[src/shared/pccard_pkg.sv]
// constants, register map and carrier types of the power and ready block
package pccard_pkg;
    // register offsets
    localparam logic [3:0] ADDR_CLOCK_CONTROL = 4'h0;
    localparam logic [3:0] ADDR_CARD_STATUS = 4'h1;
    localparam logic [3:0] ADDR_CONFIG_OPTION = 4'h2;
    localparam logic [3:0] ADDR_EXT_IRQ_ENABLE = 4'h3;
    localparam logic [3:0] ADDR_EVENT_STATUS = 4'h4;
    localparam logic [3:0] ADDR_EVENT_MASK = 4'h5;
    localparam logic [3:0] ADDR_BLOCK_STATUS = 4'h6;
    // clock control fields
    localparam int BIT_LOW_POWER_ENABLE = 0;
    localparam int BIT_STOP_SELECT = 1;
    // card status fields
    localparam int BIT_INTERRUPT_PENDING_FLAG_PENDING = 0;
    localparam int BIT_POWER_DOWN = 1;
    localparam int BIT_RING_SRC_EN = 2;
    localparam int BIT_CHANGED_SRC_EN = 3;
    localparam int BIT_CHANGED = 4;
    // config option fields
    localparam int BIT_IO_MEM_MODE = 0;
    localparam int BIT_SOFT_RESET = 7;
    // event status bits
    localparam int EV_WAKE = 0;
    localparam int EV_LOAD_DONE = 1;
    localparam int EV_LOAD_ERROR = 2;
    localparam int EV_RESET_DONE = 3;
    localparam logic [7:0] RESET_VALUE_REG = 8'h00;
    // eeprom image format
    localparam logic [7:0] IMAGE_MARKER = 8'h02;
    localparam logic [15:0] HEADER_LEN_ADDR16 = 16'h0003;
    localparam logic [15:0] HEADER_LEN_ADDR8 = 16'h0004;
    localparam logic [15:0] IMAGE_MAX_BYTES = 16'h07FF;
    // timing at 40 mhz, 25 ns period
    localparam int CLK_PERIOD_NS = 25;
    localparam int CLOCK_RECOVER_NS = 1000;
    localparam int RESET_ROUTINE_NS = 500;
    localparam logic [7:0] RECOVER_CYCLES =
        8'((CLOCK_RECOVER_NS + CLK_PERIOD_NS - 1) / CLK_PERIOD_NS);
    localparam logic [7:0] RESET_CYCLES =
        8'((RESET_ROUTINE_NS + CLK_PERIOD_NS - 1) / CLK_PERIOD_NS);

    // pc card pins seen by the write decoder
    typedef struct packed {
        logic reg_n;
        logic ce2_n;
        logic ce1_n;
        logic a0;
        logic we_n;
        logic [15:0] data;
    } pc_bus_t;

    // steered common memory write
    typedef struct packed {
        logic valid;
        logic [1:0] lanes;
        logic [15:0] data;
    } cm_write_t;

    // dual port ram write from the image loader
    typedef struct packed {
        logic valid;
        logic [10:0] addr;
        logic [7:0] data;
    } dpr_write_t;
endpackage

[src/logic/pccard_power_ready_ctrl.sv]
// pc card host port control: write steering, power modes, ready and image loader
`timescale 1ns/1ps
module pccard_power_ready_ctrl
    import pccard_pkg::*;
(
    input wire logic i_sys_clk,
    input wire logic i_rstn,
    input wire logic [3:0] i_reg_addr,
    input wire logic [7:0] i_reg_wdata,
    input wire logic i_reg_wr,
    input wire logic i_reg_rd,
    output logic [7:0] o_reg_rdata,
    input wire pc_bus_t i_pc_bus,
    output cm_write_t o_cm_write,
    input wire logic i_ring_indicate_input,
    input wire logic [5:0] i_external_irq_inputs,
    input wire logic i_comm_processor_irq,
    input wire logic i_serial_eeprom_image_mode,
    input wire logic i_eeprom_addr16,
    output logic o_ee_rd,
    output logic [15:0] o_ee_addr,
    input wire logic i_ee_ack,
    input wire logic [7:0] i_ee_data,
    output dpr_write_t o_dual_port_ram_wr,
    output logic o_osc_enable,
    output logic o_int_clk_enable,
    output logic o_ready_irq_pin,
    output logic o_status_change_pin,
    output logic o_irq
);
    typedef enum logic [1:0] {PW_FULL, PW_STANDBY, PW_STOP, PW_RECOVER} power_state_t;
    typedef enum logic [1:0] {LD_IDLE, LD_REQ, LD_WAIT} load_state_t;

    power_state_t power_reg;
    load_state_t load_reg;
    pc_bus_t pc_meta_reg, pc_sync_reg;
    logic pc_we_prev_reg;
    logic [1:0] ring_meta_reg;
    logic ring_prev_reg;
    logic [5:0] ext_meta_reg, ext_sync_reg;
    logic [1:0] mode_meta_reg, mode_sync_reg;
    logic [1:0] clock_control_reg;
    logic power_down_request;
    logic ring_src_en_reg, changed_src_en_reg;
    logic [7:0] config_option_reg;
    logic [5:0] ext_enable_reg;
    logic [3:0] event_status_reg, event_mask_reg;
    logic [7:0] recover_cnt_reg, reset_cnt_reg;
    logic reset_busy_reg, boot_reg;
    logic [15:0] byte_idx_reg, image_size_reg;
    logic load_error_reg;
    logic ready_reg;
    logic ring_edge, wr_clock, wr_status, wr_option, soft_reset_start;
    logic interrupt_pending_flag, changed_flag, start_load;
    logic [15:0] header_len;
    logic [3:0] event_set;
    logic load_done_pulse, load_err_pulse, reset_done_pulse, wake_pulse;

    // byte lanes of a common write: bit 0 even byte, bit 1 odd byte
    function automatic logic [1:0] write_lanes(input pc_bus_t b);
        logic [1:0] l;
        l = 2'b00;
        if (!b.ce1_n && b.ce2_n) begin
            l = b.a0 ? 2'b10 : 2'b01;
        end else if (!b.ce1_n && !b.ce2_n) begin
            l = 2'b11;
        end else if (b.ce1_n && !b.ce2_n) begin
            l = 2'b10;
        end
        return l;
    endfunction

    // two flip-flop synchronisers for the pc bus, ring and external irq inputs
    always_ff @(posedge i_sys_clk or negedge i_rstn) begin
        if (!i_rstn) begin
            pc_meta_reg <= '1;
            pc_sync_reg <= '1;
            ring_meta_reg <= 2'b00;
            ext_meta_reg <= 6'h00;
            ext_sync_reg <= 6'h00;
        end else begin
            pc_meta_reg <= i_pc_bus;
            pc_sync_reg <= pc_meta_reg;
            ring_meta_reg <= {ring_meta_reg[0], i_ring_indicate_input};
            ext_meta_reg <= i_external_irq_inputs;
            ext_sync_reg <= ext_meta_reg;
        end
    end

    // straps sync through reset so the boot load sees them
    always_ff @(posedge i_sys_clk) begin
        mode_meta_reg <= {i_eeprom_addr16, i_serial_eeprom_image_mode};
        mode_sync_reg <= mode_meta_reg;
    end

    // edge history from the second stage
    always_ff @(posedge i_sys_clk or negedge i_rstn) begin
        if (!i_rstn) begin
            pc_we_prev_reg <= 1'b1;
            ring_prev_reg <= 1'b0;
        end else begin
            pc_we_prev_reg <= pc_sync_reg.we_n;
            ring_prev_reg <= ring_meta_reg[1];
        end
    end

    // bus write decode
    assign wr_clock = i_reg_wr && (i_reg_addr == ADDR_CLOCK_CONTROL);
    assign wr_status = i_reg_wr && (i_reg_addr == ADDR_CARD_STATUS);
    assign wr_option = i_reg_wr && (i_reg_addr == ADDR_CONFIG_OPTION);
    assign ring_edge = ring_meta_reg[1] && !ring_prev_reg;
    assign soft_reset_start = wr_option && i_reg_wdata[BIT_SOFT_RESET];
    assign header_len = mode_sync_reg[1] ? HEADER_LEN_ADDR16 : HEADER_LEN_ADDR8;
    assign start_load = (boot_reg || soft_reset_start) && mode_sync_reg[0];
    assign interrupt_pending_flag = (|(ext_sync_reg & ext_enable_reg))
        || i_comm_processor_irq;
    assign changed_flag = interrupt_pending_flag || (event_status_reg != 4'h0);

    // common memory write steering on the rising edge of write enable
    always_ff @(posedge i_sys_clk or negedge i_rstn) begin
        if (!i_rstn) begin
            o_cm_write <= '0;
        end else begin
            o_cm_write.valid <= 1'b0;
            if (pc_sync_reg.we_n && !pc_we_prev_reg && pc_sync_reg.reg_n
                && (write_lanes(pc_sync_reg) != 2'b00)) begin
                o_cm_write.valid <= 1'b1;
                o_cm_write.lanes <= write_lanes(pc_sync_reg);
                o_cm_write.data <= pc_sync_reg.data;
                if (!pc_sync_reg.ce1_n && pc_sync_reg.ce2_n && pc_sync_reg.a0) begin
                    // odd byte alone arrives on the low lanes
                    o_cm_write.data <= {pc_sync_reg.data[7:0], 8'h00};
                end
            end
        end
    end

    // clock control register holds the two mode bits
    always_ff @(posedge i_sys_clk or negedge i_rstn) begin
        if (!i_rstn) begin
            clock_control_reg <= 2'b00;
        end else if (wr_clock) begin
            clock_control_reg <= i_reg_wdata[1:0];
        end
    end

    // card status register: power down request and change sources
    always_ff @(posedge i_sys_clk or negedge i_rstn) begin
        if (!i_rstn) begin
            power_down_request <= 1'b0;
            ring_src_en_reg <= 1'b0;
            changed_src_en_reg <= 1'b0;
        end else begin
            if (ring_edge) begin
                power_down_request <= 1'b0;
            end
            if (wr_status) begin
                ring_src_en_reg <= i_reg_wdata[BIT_RING_SRC_EN];
                changed_src_en_reg <= i_reg_wdata[BIT_CHANGED_SRC_EN];
                // request is dropped while low power is disabled
                power_down_request <= i_reg_wdata[BIT_POWER_DOWN]
                    && clock_control_reg[BIT_LOW_POWER_ENABLE];
            end
        end
    end

    // config option and external interrupt enables
    always_ff @(posedge i_sys_clk or negedge i_rstn) begin
        if (!i_rstn) begin
            config_option_reg <= RESET_VALUE_REG;
            ext_enable_reg <= 6'h00;
        end else begin
            if (wr_option) begin
                config_option_reg <= i_reg_wdata;
            end
            if (i_reg_wr && (i_reg_addr == ADDR_EXT_IRQ_ENABLE)) begin
                ext_enable_reg <= i_reg_wdata[5:0];
            end
        end
    end

    // power mode state machine with clock recovery count
    always_ff @(posedge i_sys_clk or negedge i_rstn) begin
        if (!i_rstn) begin
            power_reg <= PW_FULL;
            recover_cnt_reg <= 8'h00;
        end else begin
            case (power_reg)
                PW_FULL: begin
                    if (power_down_request && clock_control_reg[BIT_LOW_POWER_ENABLE]) begin
                        power_reg <= clock_control_reg[BIT_STOP_SELECT]
                            ? PW_STOP : PW_STANDBY;
                    end
                end
                PW_STANDBY, PW_STOP: begin
                    if (!power_down_request || ring_edge) begin
                        power_reg <= PW_RECOVER;
                        recover_cnt_reg <= RECOVER_CYCLES;
                    end
                end
                default: begin
                    if (recover_cnt_reg <= 8'h01) begin
                        power_reg <= PW_FULL;
                    end else begin
                        recover_cnt_reg <= recover_cnt_reg - 8'h01;
                    end
                end
            endcase
        end
    end

    // clock gates follow the power mode
    always_ff @(posedge i_sys_clk or negedge i_rstn) begin
        if (!i_rstn) begin
            o_osc_enable <= 1'b1;
            o_int_clk_enable <= 1'b1;
        end else begin
            o_osc_enable <= (power_reg != PW_STOP);
            o_int_clk_enable <= (power_reg == PW_FULL);
        end
    end

    // soft reset routine timer, ended without software clearing the bit
    always_ff @(posedge i_sys_clk or negedge i_rstn) begin
        if (!i_rstn) begin
            reset_busy_reg <= 1'b0;
            reset_cnt_reg <= 8'h00;
        end else if (soft_reset_start) begin
            reset_busy_reg <= 1'b1;
            reset_cnt_reg <= RESET_CYCLES;
        end else if (reset_busy_reg) begin
            reset_cnt_reg <= reset_cnt_reg - 8'h01;
            if (reset_cnt_reg <= 8'h01) begin
                reset_busy_reg <= 1'b0;
            end
        end
    end

    // boot load pulse after reset release
    always_ff @(posedge i_sys_clk or negedge i_rstn) begin
        if (!i_rstn) begin
            boot_reg <= 1'b1;
        end else begin
            boot_reg <= 1'b0;
        end
    end

    // serial eeprom image loader
    always_ff @(posedge i_sys_clk or negedge i_rstn) begin
        if (!i_rstn) begin
            load_reg <= LD_IDLE;
            byte_idx_reg <= 16'h0000;
            image_size_reg <= 16'h0000;
            load_error_reg <= 1'b0;
            o_ee_rd <= 1'b0;
            o_ee_addr <= 16'h0000;
            o_dual_port_ram_wr <= '0;
        end else begin
            o_ee_rd <= 1'b0;
            o_dual_port_ram_wr.valid <= 1'b0;
            case (load_reg)
                LD_IDLE: begin
                    if (start_load) begin
                        load_reg <= LD_REQ;
                        byte_idx_reg <= mode_sync_reg[1] ? 16'h0000 : 16'h0001;
                        image_size_reg <= 16'h0000;
                        load_error_reg <= 1'b0;
                    end
                end
                LD_REQ: begin
                    o_ee_rd <= 1'b1;
                    o_ee_addr <= byte_idx_reg;
                    load_reg <= LD_WAIT;
                end
                default: begin
                    if (i_ee_ack) begin
                        byte_idx_reg <= byte_idx_reg + 16'h0001;
                        load_reg <= LD_REQ;
                        if (byte_idx_reg == header_len - 16'h0003) begin
                            if (i_ee_data != IMAGE_MARKER) begin
                                load_error_reg <= 1'b1;
                                load_reg <= LD_IDLE;
                            end
                        end else if (byte_idx_reg == header_len - 16'h0002) begin
                            image_size_reg[15:8] <= i_ee_data;
                        end else if (byte_idx_reg == header_len - 16'h0001) begin
                            image_size_reg[7:0] <= i_ee_data;
                            if ({image_size_reg[15:8], i_ee_data} == 16'h0000) begin
                                load_reg <= LD_IDLE;
                            end else if ({image_size_reg[15:8], i_ee_data} > IMAGE_MAX_BYTES) begin
                                image_size_reg <= IMAGE_MAX_BYTES;
                            end
                        end else begin
                            o_dual_port_ram_wr.valid <= 1'b1;
                            o_dual_port_ram_wr.addr <= 11'(byte_idx_reg - header_len);
                            o_dual_port_ram_wr.data <= i_ee_data;
                            if (byte_idx_reg - header_len + 16'h0001 >= image_size_reg) begin
                                load_reg <= LD_IDLE;
                            end
                        end
                    end
                end
            endcase
        end
    end

    // event pulses for the interrupt status register
    assign load_done_pulse = (load_reg == LD_WAIT) && i_ee_ack && !start_load
        && (byte_idx_reg >= header_len - 16'h0001)
        && (byte_idx_reg == header_len - 16'h0001
            ? {image_size_reg[15:8], i_ee_data} == 16'h0000
            : byte_idx_reg - header_len + 16'h0001 >= image_size_reg);
    assign load_err_pulse = (load_reg == LD_WAIT) && i_ee_ack
        && (byte_idx_reg == header_len - 16'h0003) && (i_ee_data != IMAGE_MARKER);
    assign reset_done_pulse = reset_busy_reg && (reset_cnt_reg <= 8'h01)
        && !soft_reset_start;
    assign wake_pulse = (power_reg == PW_RECOVER) && (recover_cnt_reg <= 8'h01);
    assign event_set = {reset_done_pulse, load_err_pulse, load_done_pulse, wake_pulse};

    // sticky events, write one to clear, a new event wins over the clear
    always_ff @(posedge i_sys_clk or negedge i_rstn) begin
        if (!i_rstn) begin
            event_status_reg <= 4'h0;
            event_mask_reg <= 4'h0;
        end else begin
            if (i_reg_wr && (i_reg_addr == ADDR_EVENT_MASK)) begin
                event_mask_reg <= i_reg_wdata[3:0];
            end
            if (i_reg_wr && (i_reg_addr == ADDR_EVENT_STATUS)) begin
                event_status_reg <= (event_status_reg & ~i_reg_wdata[3:0]) | event_set;
            end else begin
                event_status_reg <= event_status_reg | event_set;
            end
        end
    end

    // ready level: busy during recovery, image load or soft reset
    always_ff @(posedge i_sys_clk or negedge i_rstn) begin
        if (!i_rstn) begin
            ready_reg <= 1'b0;
        end else begin
            // a power down request alone never touches ready
            ready_reg <= (power_reg != PW_RECOVER)
                && (load_reg == LD_IDLE) && !start_load
                && !reset_busy_reg && !soft_reset_start;
        end
    end

    // shared pin, status change pin and block interrupt
    always_ff @(posedge i_sys_clk or negedge i_rstn) begin
        if (!i_rstn) begin
            o_ready_irq_pin <= 1'b0;
            o_status_change_pin <= 1'b0;
            o_irq <= 1'b0;
        end else begin
            if (config_option_reg[BIT_IO_MEM_MODE]) begin
                o_ready_irq_pin <= interrupt_pending_flag;
            end else begin
                o_ready_irq_pin <= ready_reg;
            end
            o_status_change_pin <= (changed_src_en_reg && changed_flag)
                || (ring_src_en_reg && ring_meta_reg[1]);
            o_irq <= |((event_status_reg | event_set) & event_mask_reg);
        end
    end

    // read data one cycle after the strobe, unmapped reads give zero
    always_ff @(posedge i_sys_clk or negedge i_rstn) begin
        if (!i_rstn) begin
            o_reg_rdata <= 8'h00;
        end else if (!i_reg_rd) begin
            o_reg_rdata <= 8'h00;
        end else if (i_reg_addr == ADDR_CLOCK_CONTROL) begin
            o_reg_rdata <= {6'h00, clock_control_reg};
        end else if (i_reg_addr == ADDR_CARD_STATUS) begin
            o_reg_rdata <= {3'h0, changed_flag, changed_src_en_reg, ring_src_en_reg,
                power_down_request, interrupt_pending_flag};
        end else if (i_reg_addr == ADDR_CONFIG_OPTION) begin
            o_reg_rdata <= config_option_reg;
        end else if (i_reg_addr == ADDR_EXT_IRQ_ENABLE) begin
            o_reg_rdata <= {2'h0, ext_enable_reg};
        end else if (i_reg_addr == ADDR_EVENT_STATUS) begin
            o_reg_rdata <= {4'h0, event_status_reg};
        end else if (i_reg_addr == ADDR_EVENT_MASK) begin
            o_reg_rdata <= {4'h0, event_mask_reg};
        end else if (i_reg_addr == ADDR_BLOCK_STATUS) begin
            o_reg_rdata <= {2'h0, load_error_reg, load_reg != LD_IDLE,
                reset_busy_reg, power_reg, ready_reg};
        end else begin
            o_reg_rdata <= 8'h00;
        end
    end
    // the card has no address bit 24 input and no i/o space pins
endmodule

[config.mk]
export PLATFORM = sky130hd
export DESIGN_NAME = pccard_power_ready_ctrl
export DESIGN_NICKNAME = d
export VERILOG_FILES = /design/src/shared/pccard_pkg.sv /design/src/logic/pccard_power_ready_ctrl.sv
export SDC_FILE = /design/constraint.sdc
export NUM_CORES = 1
export LEC_CHECK = 0
export ABC_AREA = 0
export BUFFER_PORTS_ARGS = -buffer_cell sky130_fd_sc_hd__buf_2
export CAP_MARGIN = 20
export CELL_PAD_IN_SITES_DETAIL_PLACEMENT = 0
export CELL_PAD_IN_SITES_GLOBAL_PLACEMENT = 1
export CORE_MARGIN = 3
export CORE_UTILIZATION = 41
export DETAILED_ROUTE_END_ITERATION = 16
export HOLD_SLACK_MARGIN = 0.03
export PLACE_DENSITY = 0.83
export SLEW_MARGIN = 20
export SYNTH_ARGS = -nofsm -noshare
export SYNTH_HDL_FRONTEND = slang
export SYNTH_SLANG_ARGS = --single-unit
[constraint.sdc]
create_clock -name i_sys_clk -period 4.1 [get_ports i_sys_clk]
set_input_delay 0.615 -clock i_sys_clk [delete_from_list [all_inputs] [get_ports i_sys_clk]]
set_output_delay 0.615 -clock i_sys_clk [all_outputs]
set_load 0.05 [all_outputs]
Word-level counts from Yosys, hierarchy flattened. Cells that the tools add are included.

Input port bits: 56. Logic and storage cells: 242. Output and inout bits: 69. Register bits: 214.

Magnitude comparators: 5. Reduce and logical (&&, ||, !) cells: 75. Equal/unequal tests: 24. Add/sub/neg operators: 8. Bitwise logic cells: 12. Mux-type cells: 66.

Operators by type and width (number): $mux W16 (9); $mux W20 (5); $mux W8 (10); $pmux W16 S2 (2); $eq A16 B16 Y1 (3); $logic_and A1 B1 Y1 (33); $add A16 B1 Y16 const B (2); $ge A16 B16 Y1 (2); $mux W2 (13); $mux W6 (4); $mux W19 (1); $gt A16 B11 Y1 const B (1); $le A8 B1 Y1 const B (2); $logic_not A16 Y1 (1); $mux W1 (16); $pmux W8 S2 (1); $reduce_bool A2 Y1 (8); $sub A16 B3 Y16 (1); $sub A8 B1 Y8 const B (2); $eq A4 B3 Y1 const B (3); $reduce_bool A3 Y1 (4); $ne A2 B2 Y1 const B (5); $reduce_and A5 Y1 (2); $reduce_and A3 Y1 (3); 29 further kinds (57).

Longest topological paths before layout. Gate-level depths: netlist of the first run.

Depth after elaboration: 12. Gate-level depth with buffers: 18. Gate-level depth less buffers: 18.

Least setup slack after synthesis of the first run. OpenSTA, ideal clock, no wires.

Kind: reg2reg. Start point: reg byte_idx_reg[0]. End point: reg o_irq. Arrival: 3.779 ns. Period minus slack after synthesis: 3.903 ns. Data required time: 3.976 ns. Setup slack: 0.197 ns. Setup time: 0.124 ns. Cell stages (with the launch flop): 18. Buffers on the path: 1. Cell sequence: dfrtp_1 inv_1 ha_1 fa_1 xor2_1 or3b_1 clkbuf_1 or4_4 o31ai_2 xor2_1 ha_1 a21o_1 a21o_1 a21oi_1 nand2_1 a21o_1 nand4_1 o21ai_1.

Cells in the longest elaborated chain, start to end: 8. Elaborated cells between the ends (all ways): 14. Those cells by class: 2 x add/sub; 2 x order compare; 2 x eq/ne; 1 x mux; 2 x bitwise; 5 x reduce/logical.

RTL lines: start: declaration (line pccard_power_ready_ctrl.sv:50) `logic [15:0] byte_idx_reg, image_size_reg;`; start signal: assignment (line pccard_power_ready_ctrl.sv:265) `byte_idx_reg <= mode_sync_reg[1] ? 16'h0000 : 16'h0001;`; start signal: assignment (line pccard_power_ready_ctrl.sv:277) `byte_idx_reg <= byte_idx_reg + 16'h0001;`; $sub A16 B3 Y16 (line pccard_power_ready_ctrl.sv:312) `: byte_idx_reg - header_len + 16'h0001 >= image_size_reg);`; $add A16 B1 Y16 (line pccard_power_ready_ctrl.sv:312); $ge A16 B16 Y1 (line pccard_power_ready_ctrl.sv:312); $mux W1 (line pccard_power_ready_ctrl.sv:311) `? {image_size_reg[15:8], i_ee_data} == 16'h0000`; $logic_and A1 B1 Y1 (line pccard_power_ready_ctrl.sv:310) `&& (byte_idx_reg == header_len - 16'h0001`; $or A4 B4 Y4 (*) (line pccard_power_ready_ctrl.sv:363) `o_irq <= |((event_status_reg | event_set) & event_mask_reg);`; $and A4 B4 Y4 (*) (line pccard_power_ready_ctrl.sv:363); $reduce_or A4 Y1 (*) (line pccard_power_ready_ctrl.sv:363); end signal: assignment (line pccard_power_ready_ctrl.sv:363); end: declaration (line pccard_power_ready_ctrl.sv:29) `output logic o_irq`.

Mark *: on every way between the ends. The rest lies on a longest branch, timed or not. A chain may end at the register's enable or synchronous reset.

Worst setup path after layout of the first run. Same ends and word-level chain as after synthesis.

==> results of run 1 <==
kinds of logic (layout without fill, tap and decap cells):
| kind of cell | Yosys count | count (layout) | share of synthesized area (%) |
|---|---|---|---|
| flops | 214 | 214 | 55.5 |
| fa+ha+maj | 30 | 30 | 3.94 |
| buf+inv | 81 | 232 | 3.50 |
| other cells | 1 | 1 | 0.0386 |
| mux | 60 | 60 | 6.76 |
| xor+xnor | 52 | 52 | 4.77 |
| simple gates | 292 | 292 | 15.5 |
| compound gates | 159 | 159 | 9.98 |
worst max path at each step:
stage | cells after the start | slack, ns | startpoint | to
final | 16 | 0.26 | byte_idx_reg[0] | o_irq
after global routing | 17 | 0.03 | byte_idx_reg[0] | o_irq
after CTS | 18 | 0.06 | byte_idx_reg[0] | o_irq
after detailed placement | 18 | 0.09 | byte_idx_reg[0] | o_irq
after global placement | 18 | 0.16 | byte_idx_reg[0] | o_irq
after floorplan | 17 | 0.20 | byte_idx_reg[0] | o_irq
cell usage in the layout, fill, tap and decap left out, types with 4 or more instances in the layout:
cell / Yosys / final
clkbuf_8: 0 / 7
o21ai_0: 55 / 55
or3_1: 7 / 7
clkbuf_1: 27 / 4
nand2b_1: 8 / 7
inv_1: 39 / 39
nand3_1: 23 / 23
buf_4: 3 / 24
dfrtp_1: 164 / 164
nor4_1: 8 / 8
dfstp_2: 46 / 46
nor3b_1: 5 / 5
xor2_1: 24 / 23
and4_1: 4 / 4
a21oi_1: 42 / 42
nor2b_1: 8 / 7
nand2_1: 88 / 87
ha_1: 29 / 27
nor3_1: 27 / 26
nor2_1: 60 / 60
buf_2: 8 / 123
a31oi_1: 4 / 4
nand4_1: 12 / 12
and2_1: 5 / 4
mux2i_1: 15 / 15
o22ai_1: 4 / 4
o21ai_1: 4 / 4
a21o_1: 12 / 12
clkinv_2: 0 / 5
nand3b_1: 7 / 7
clkbuf_16: 0 / 25
a22oi_1: 4 / 4
xnor2_1: 27 / 26
o31ai_1: 7 / 6
or4_1: 5 / 5
and3_1: 10 / 10
mux2_2: 45 / 45
power by group through the flow:
stage | clock network, uW | logic (uW) | registers, uW
floorplan | 0 | 2220 | 3500
global placement | 0 | 3710 | 2930
detailed placement | 0 | 3780 | 2950
CTS | 2150 | 3810 | 2920
global route | 2230 | 4370 | 2980
finish | 2080 | 3960 | 2920
layout make-up:
class	instances	share of cell area, %
sequential	214	46.5
multi-input combinational	594	35.0
timing repair buffer	149	7.15
clock buffer	35	6.23
tap	313	3.37
inverter	39	1.26
clock inverter	9	0.560
worst max-delay path: stages (launching register included):
cell	delay (ns)
dfrtp_1	0.34
inv_1	0.06
ha_2	0.21
fa_2	0.43
xor2_2	0.21
or3b_1	0.40
or4_4	0.47
nor2_1	0.15
xnor2_1	0.14
ha_1	0.27
a21o_1	0.16
a21o_1	0.18
a21oi_1	0.18
o211ai_1	0.12
a21o_1	0.22
nand4_1	0.10
o21ai_1	0.07
repair_timing:
| action | 4_1_cts | 5_1_grt |
|---|---|---|
| hold buffers | 0 | 0 |
| buffers inserted | 0 | 4 |
| resized for setup | 0 | 16 |
| setup endpoints to repair | 0 | 3 |
Yosys cell counts (3+ instances only):
cell        n  area share, %
xor2_1     24            2.2
nor2_1     60            2.3
a31oi_1     4           0.26
o31ai_1     7           0.54
o211ai_1    3           0.23
xnor2_1    27            2.4
o21ai_0    55            2.8
nand2_1    88            3.4
mux2_2     45            5.2
and4_1      4           0.36
a211oi_1    3           0.23
dfxtp_1     4           0.82
nor2b_1     8           0.52
buf_4       3           0.23
o21ai_1     4           0.21
nor3_1     27            1.4
dfrtp_1   164             42
a21o_1     12           0.93
or3_1       7           0.45
buf_2       8           0.41
dfstp_2    46             12
a21oi_1    42            2.2
or4_1       5           0.39
nand3_1    23            1.2
nand3b_1    7           0.54
and3_1     10           0.64
nor4_1      8           0.52
ha_1       29            3.7
nand4_1    12           0.77
o211a_1     3           0.31
a22oi_1     4           0.31
o22ai_1     4           0.26
mux2i_1    15            1.5
nor3b_1     5           0.39
and2_1      5           0.32
clkbuf_1   27            1.0
nand2b_1    8           0.52
inv_1      39            1.5
layer usage:
metal | up-vias | GRT usage [%]
met1 | 3382 | 23.2
met4 | 0 | 4.14
li1 | 3377 | -
met2 | 176 | 29.0
met5 | - | 0
met3 | 34 | 2.83
stage by stage:
stage / utilization (%) / power [uW] / setup slack, ns
floorplan: - / 5730 / 0.197
global placement: 46.6 / 6650 / 0.160
detailed placement: 46.6 / 6730 / 0.0918
CTS: 50.0 / 8870 / 0.0604
global route: 50.5 / 9580 / 0.0264
finish: 50.5 / 8950 / 0.258
==> results_dict.tcl, run 1 <==
set metrics [dict create \
    status "completed" \
    synth_nets 975 \
    cts_buffer_depth 3 \
    p_clk_share_pct 23.2 \
    reg2reg_to "o_irq" \
    met3_length_mm 1.03 \
    r2r_cells 16 \
    yosysSeqAreaShare_pct 55.5 \
    start_kind "register" \
    leakagePower_uw 0.00549 \
    vias 6969 \
    internal_power_uw 5290 \
    crit_fanout 4 \
    rsz0062_at_grt "false" \
    antenna_left 0 \
    hold_path_end "pc_meta_reg[18]" \
    grt.total_usage_pct 17.1 \
    fmax_ghz 0.260 \
    syn_area_um2 9710 \
    hp-class "in2reg" \
    r2r_slack_ns 0.26 \
    comb_power_share_pct 44.2 \
    crit_arrival_ns 4.23 \
    grt.overflow.total 0 \
    ioPinCount 125 \
    cap_violations 0 \
    finalMaxSlewViolations 0 \
    final-hold-violation-count 0 \
    async_reset_ff_share_pct 98.1 \
    reg2reg_from "byte_idx_reg[0]" \
    whs_path_depth 1 \
    num_antenna_cells 0 \
    synth.distinct_cells 71 \
    cts-root-buf "clkbuf_16" \
    nets 1108 \
    synth_enable_flop_cells 0 \
    grt_pass1_vias 6947 \
    fillCellCount 2109 \
    routed.top_layer "met4" \
    cts_tree "yes" \
    wl_met2_mm 10.6 \
    power_switching_uw 3660 \
    ys_ff_latch 214 \
    die_h_um 160 \
    synth_ff_type "dfrtp_1" \
    peakVddDrop_mv 0.466 \
    htree_num_levels 1 \
    dp_cells 1305 \
    cts.sinks 214 \
    rows 55 \
    drc 0 \
    min_period_ns 3.84 \
    worstPathRequired_ns 4.49 \
    core_region_area_um2 23000 \
    drt_pre_antenna_iters 4 \
    fin_crit_sh_pct 93.7 \
    wl_met1_mm 10.3 \
    min_from "i_pc_bus[18]" \
    hold-worst-slack_ns 0.197 \
    worst_skew_pair.late_latency_ns 0.51 \
    path_class "reg2reg" \
    grt_start_max_net_pins 115 \
    cp-end-kind "register" \
    place_area_um2 10700 \
    multiInputGateArea_um2 4060 \
    dieArea_um2 25600 \
    drt_iter0_markers 357 \
    setup_viol 0 \
    grt_first_pass_wirelength_mm 36.4 \
    seqCellArea_um2 5390 \
    initial_core_util_pct 42.3 \
    avgSynthCellArea_um2 10.9 \
    fp.dieW_um 160 \
    cts_buffers 24 \
    worstMarginPinSlew_ns 1.06 \
    routed_via_density 5.15 \
    fin_tns_setup_ns 0 \
    port_buffers 124 \
    synth_warnings 0 \
    finalNonFillerCells 1353 \
    syn_to_final_growth_pct 19.5 \
    maxSlewHeadroom_pct 29.4 \
    place_hpwl_mm 15.9 \
    seq_power_share_pct 32.6 \
    power_density_nw_per_um2 771 \
    synthesis.instances 889 \
    p_sw_share_pct 40.9 \
    skew_ns 0.00824 \
    wl_per_cell_um 16.6 \
    route.final.wire_length_mm 22.4 \
    drive_gt1_share_pct 29.9 \
    antenna_found_initial 0 \
    final_area_um2 11600 \
    place_congestion 0.856 \
    clk_pin_slew_ns 0.06 \
]
Power figures use the tool's default switching activity.
==> inputs of run 2 (changes only) <==
--- a/config.mk
+++ b/config.mk
@@ -10,9 +10,11 @@
 export CAP_MARGIN = 20
 export CELL_PAD_IN_SITES_DETAIL_PLACEMENT = 0
 export CELL_PAD_IN_SITES_GLOBAL_PLACEMENT = 1
+export CORE_ASPECT_RATIO = 1.75
 export CORE_MARGIN = 3
 export CORE_UTILIZATION = 41
 export DETAILED_ROUTE_END_ITERATION = 16
+export GPL_TIMING_DRIVEN = 0
 export HOLD_SLACK_MARGIN = 0.03
 export PLACE_DENSITY = 0.83
 export SLEW_MARGIN = 20
==> run 2 against run 1 <==
Sequential cell count is the same. Via count is 2.6% higher. First-iteration DRC count is 23% higher. Critical path depth unchanged. Utilization is 0.40 points higher. Register-to-register slack got worse by 0.15 ns. Sequential power is essentially flat. Critical endpoint unchanged.
==> results_dict.tcl, run 2 (synthesis gave the netlist of run 1 again) <==
set metrics [dict create \
    grt_start_max_net_pins 77 \
    cts_buffers 22 \
    place_hpwl_mm 17.8 \
    final-hold-violation-count 0 \
    cp_num_buf_inv 1 \
    crit_arrival_ns 4.37 \
    grt_first_pass_wirelength_mm 38.2 \
    nets 1133 \
    worstMarginPinSlew_ns 0.649 \
    worst_skew_pair.late_latency_ns 0.52 \
    cp-end-kind "register" \
    final_cell_mix "dfrtp_1 (163), buf_2 (130), nand2_1 (87), nor2_1 (58), o21ai_0 (55)" \
    place_area_um2 10800 \
    crit_fanout 4 \
    crit_chain "inv_2 > ha_2 > fa_2 > xor2_2 > or3b_4 > or4_4 > o31ai_4 > xor2_1 > ha_1 > a21o_1 > a21o_1 > a21oi_2 > nand2_1 > a21o_1 > nand4_1 > o21ai_2" \
    final_area_um2 11700 \
    cts.sinks 214 \
    cts_tree "yes" \
    wl_per_cell_um 17.7 \
    drt_iter0_markers 440 \
    ioPinCount 125 \
    status "completed" \
    multiInputGateArea_um2 4110 \
    cp_slowest_cell "or4_4" \
    min_period_ns 3.99 \
    route.final.wire_length_mm 24.1 \
    critical_path.max_stage_delay_ns 0.59 \
    peakVddDrop_mv 0.395 \
    fin_util_pct 50.9 \
    power_density_nw_per_um2 774 \
    htree_num_levels 1 \
    finalMaxSlewViolations 0 \
    port_buffers 123 \
    seqCellArea_um2 5400 \
    fin_crit_sh_pct 97.3 \
    start_kind "register" \
    vias 7150 \
    fp.dieW_um 122 \
    initial_core_util_pct 42.2 \
    path_class "reg2reg" \
    routed_via_density 5.25 \
    drive_gt1_share_pct 30.2 \
    cp_top_family "simple AND/OR/NAND/NOR gates" \
    core_region_area_um2 23000 \
    leakagePower_uw 0.00549 \
    drc 0 \
    die_h_um 210 \
    setup_viol 0 \
    clk_pin_slew_ns 0.06 \
    antenna_left 0 \
    hp-class "in2async" \
    num_antenna_cells 0 \
    fmax_ghz 0.251 \
    cap_violations 0 \
    place_congestion 0.872 \
    dieArea_um2 25600 \
    antenna_found_initial 0 \
    fillCellCount 2132 \
    syn_to_final_growth_pct 20.6 \
    grt.total_usage_pct 18.8 \
    drt_pre_antenna_iters 4 \
    worstPathRequired_ns 4.48 \
    skew_ns 0.0155 \
    rows 73 \
    maxSlewHeadroom_pct 56.8 \
    grt_pass1_vias 7435 \
    hold-worst-slack_ns 0.0429 \
    cts-root-buf "clkbuf_16" \
    grt.overflow.total 0 \
    path_common_cell "a21o_1" \
    fin_tns_setup_ns 0 \
    cts_buffer_depth 3 \
    final_common_cell "dfrtp_1" \
]
==> run 2: final timing paths <==
kind                                       start          endpoint  slack, ns  cells after the start
max in group asynchronous                 i_rstn          boot_reg       2.91                      3
min in group i_sys_clk               i_pc_bus[0]    pc_meta_reg[0]       0.20                      1
worst max-delay path             byte_idx_reg[0]             o_irq       0.11                     16
worst max register to register   byte_idx_reg[0]             o_irq       0.11                     16
worst min-delay path                      i_rstn    o_cm_write[15]       0.04                      1
worst min register to register  mode_meta_reg[0]  mode_sync_reg[0]       0.33                      0
==> run 2: cell type report <==
| class | instances | area share (%) |
|---|---|---|
| flip-flops and latches | 214 | 46.0 |
| multi-input cells | 594 | 35.1 |
| repair buffers | 135 | 6.45 |
| clock buffers | 26 | 5.18 |
| well taps | 300 | 3.20 |
| plain buffers | 41 | 1.63 |
| inverters | 39 | 1.25 |
| clock inverters | 14 | 1.16 |
==> run 2: metal layers <==
metal	global-route usage [%]	share of wire, %	wire length (um)
met1	20.9	38	9130
met2	35.3	54	13100
met3	2.32	4.0	958
met4	7.81	3.7	894
met5	0	0	0
==> run 2: worst register-to-register path: stages (launching register included) <==
cell     delay, ns
dfrtp_1       0.37
inv_2         0.07
ha_2          0.21
fa_2          0.39
xor2_2        0.17
or3b_4        0.42
or4_4         0.59
o31ai_4       0.20
xor2_1        0.18
ha_1          0.26
a21o_1        0.19
a21o_1        0.18
a21oi_2       0.16
nand2_1       0.07
a21o_1        0.19
nand4_1       0.13
o21ai_2       0.10
==> run 2: where the power goes <==
part | internal (uW) | switching [uW]
Sequential | 2600 | 320
Combinational | 1500 | 2610
Clock | 1190 | 848
Total | 5290 | 3770
==> run 2: metrics by stage <==
stage	cells	worst slack (ns)	power [uW]
2_1_floorplan	889	0.197	5730
3_3_place_gp	1312	-1.07	6660
3_5_place_dp	1314	-0.427	6760
4_1_cts	1359	0.00795	9020
5_1_grt	1363	-0.0114	9680
6_report	1363	0.110	9070
==> run 2: repair_timing <==
action,CTS,global route
pin swaps,10,5
setup endpoints to repair,3,3
cloned,0,0
hold buffers,0,0
buffers inserted,6,4
resized for setup,18,15
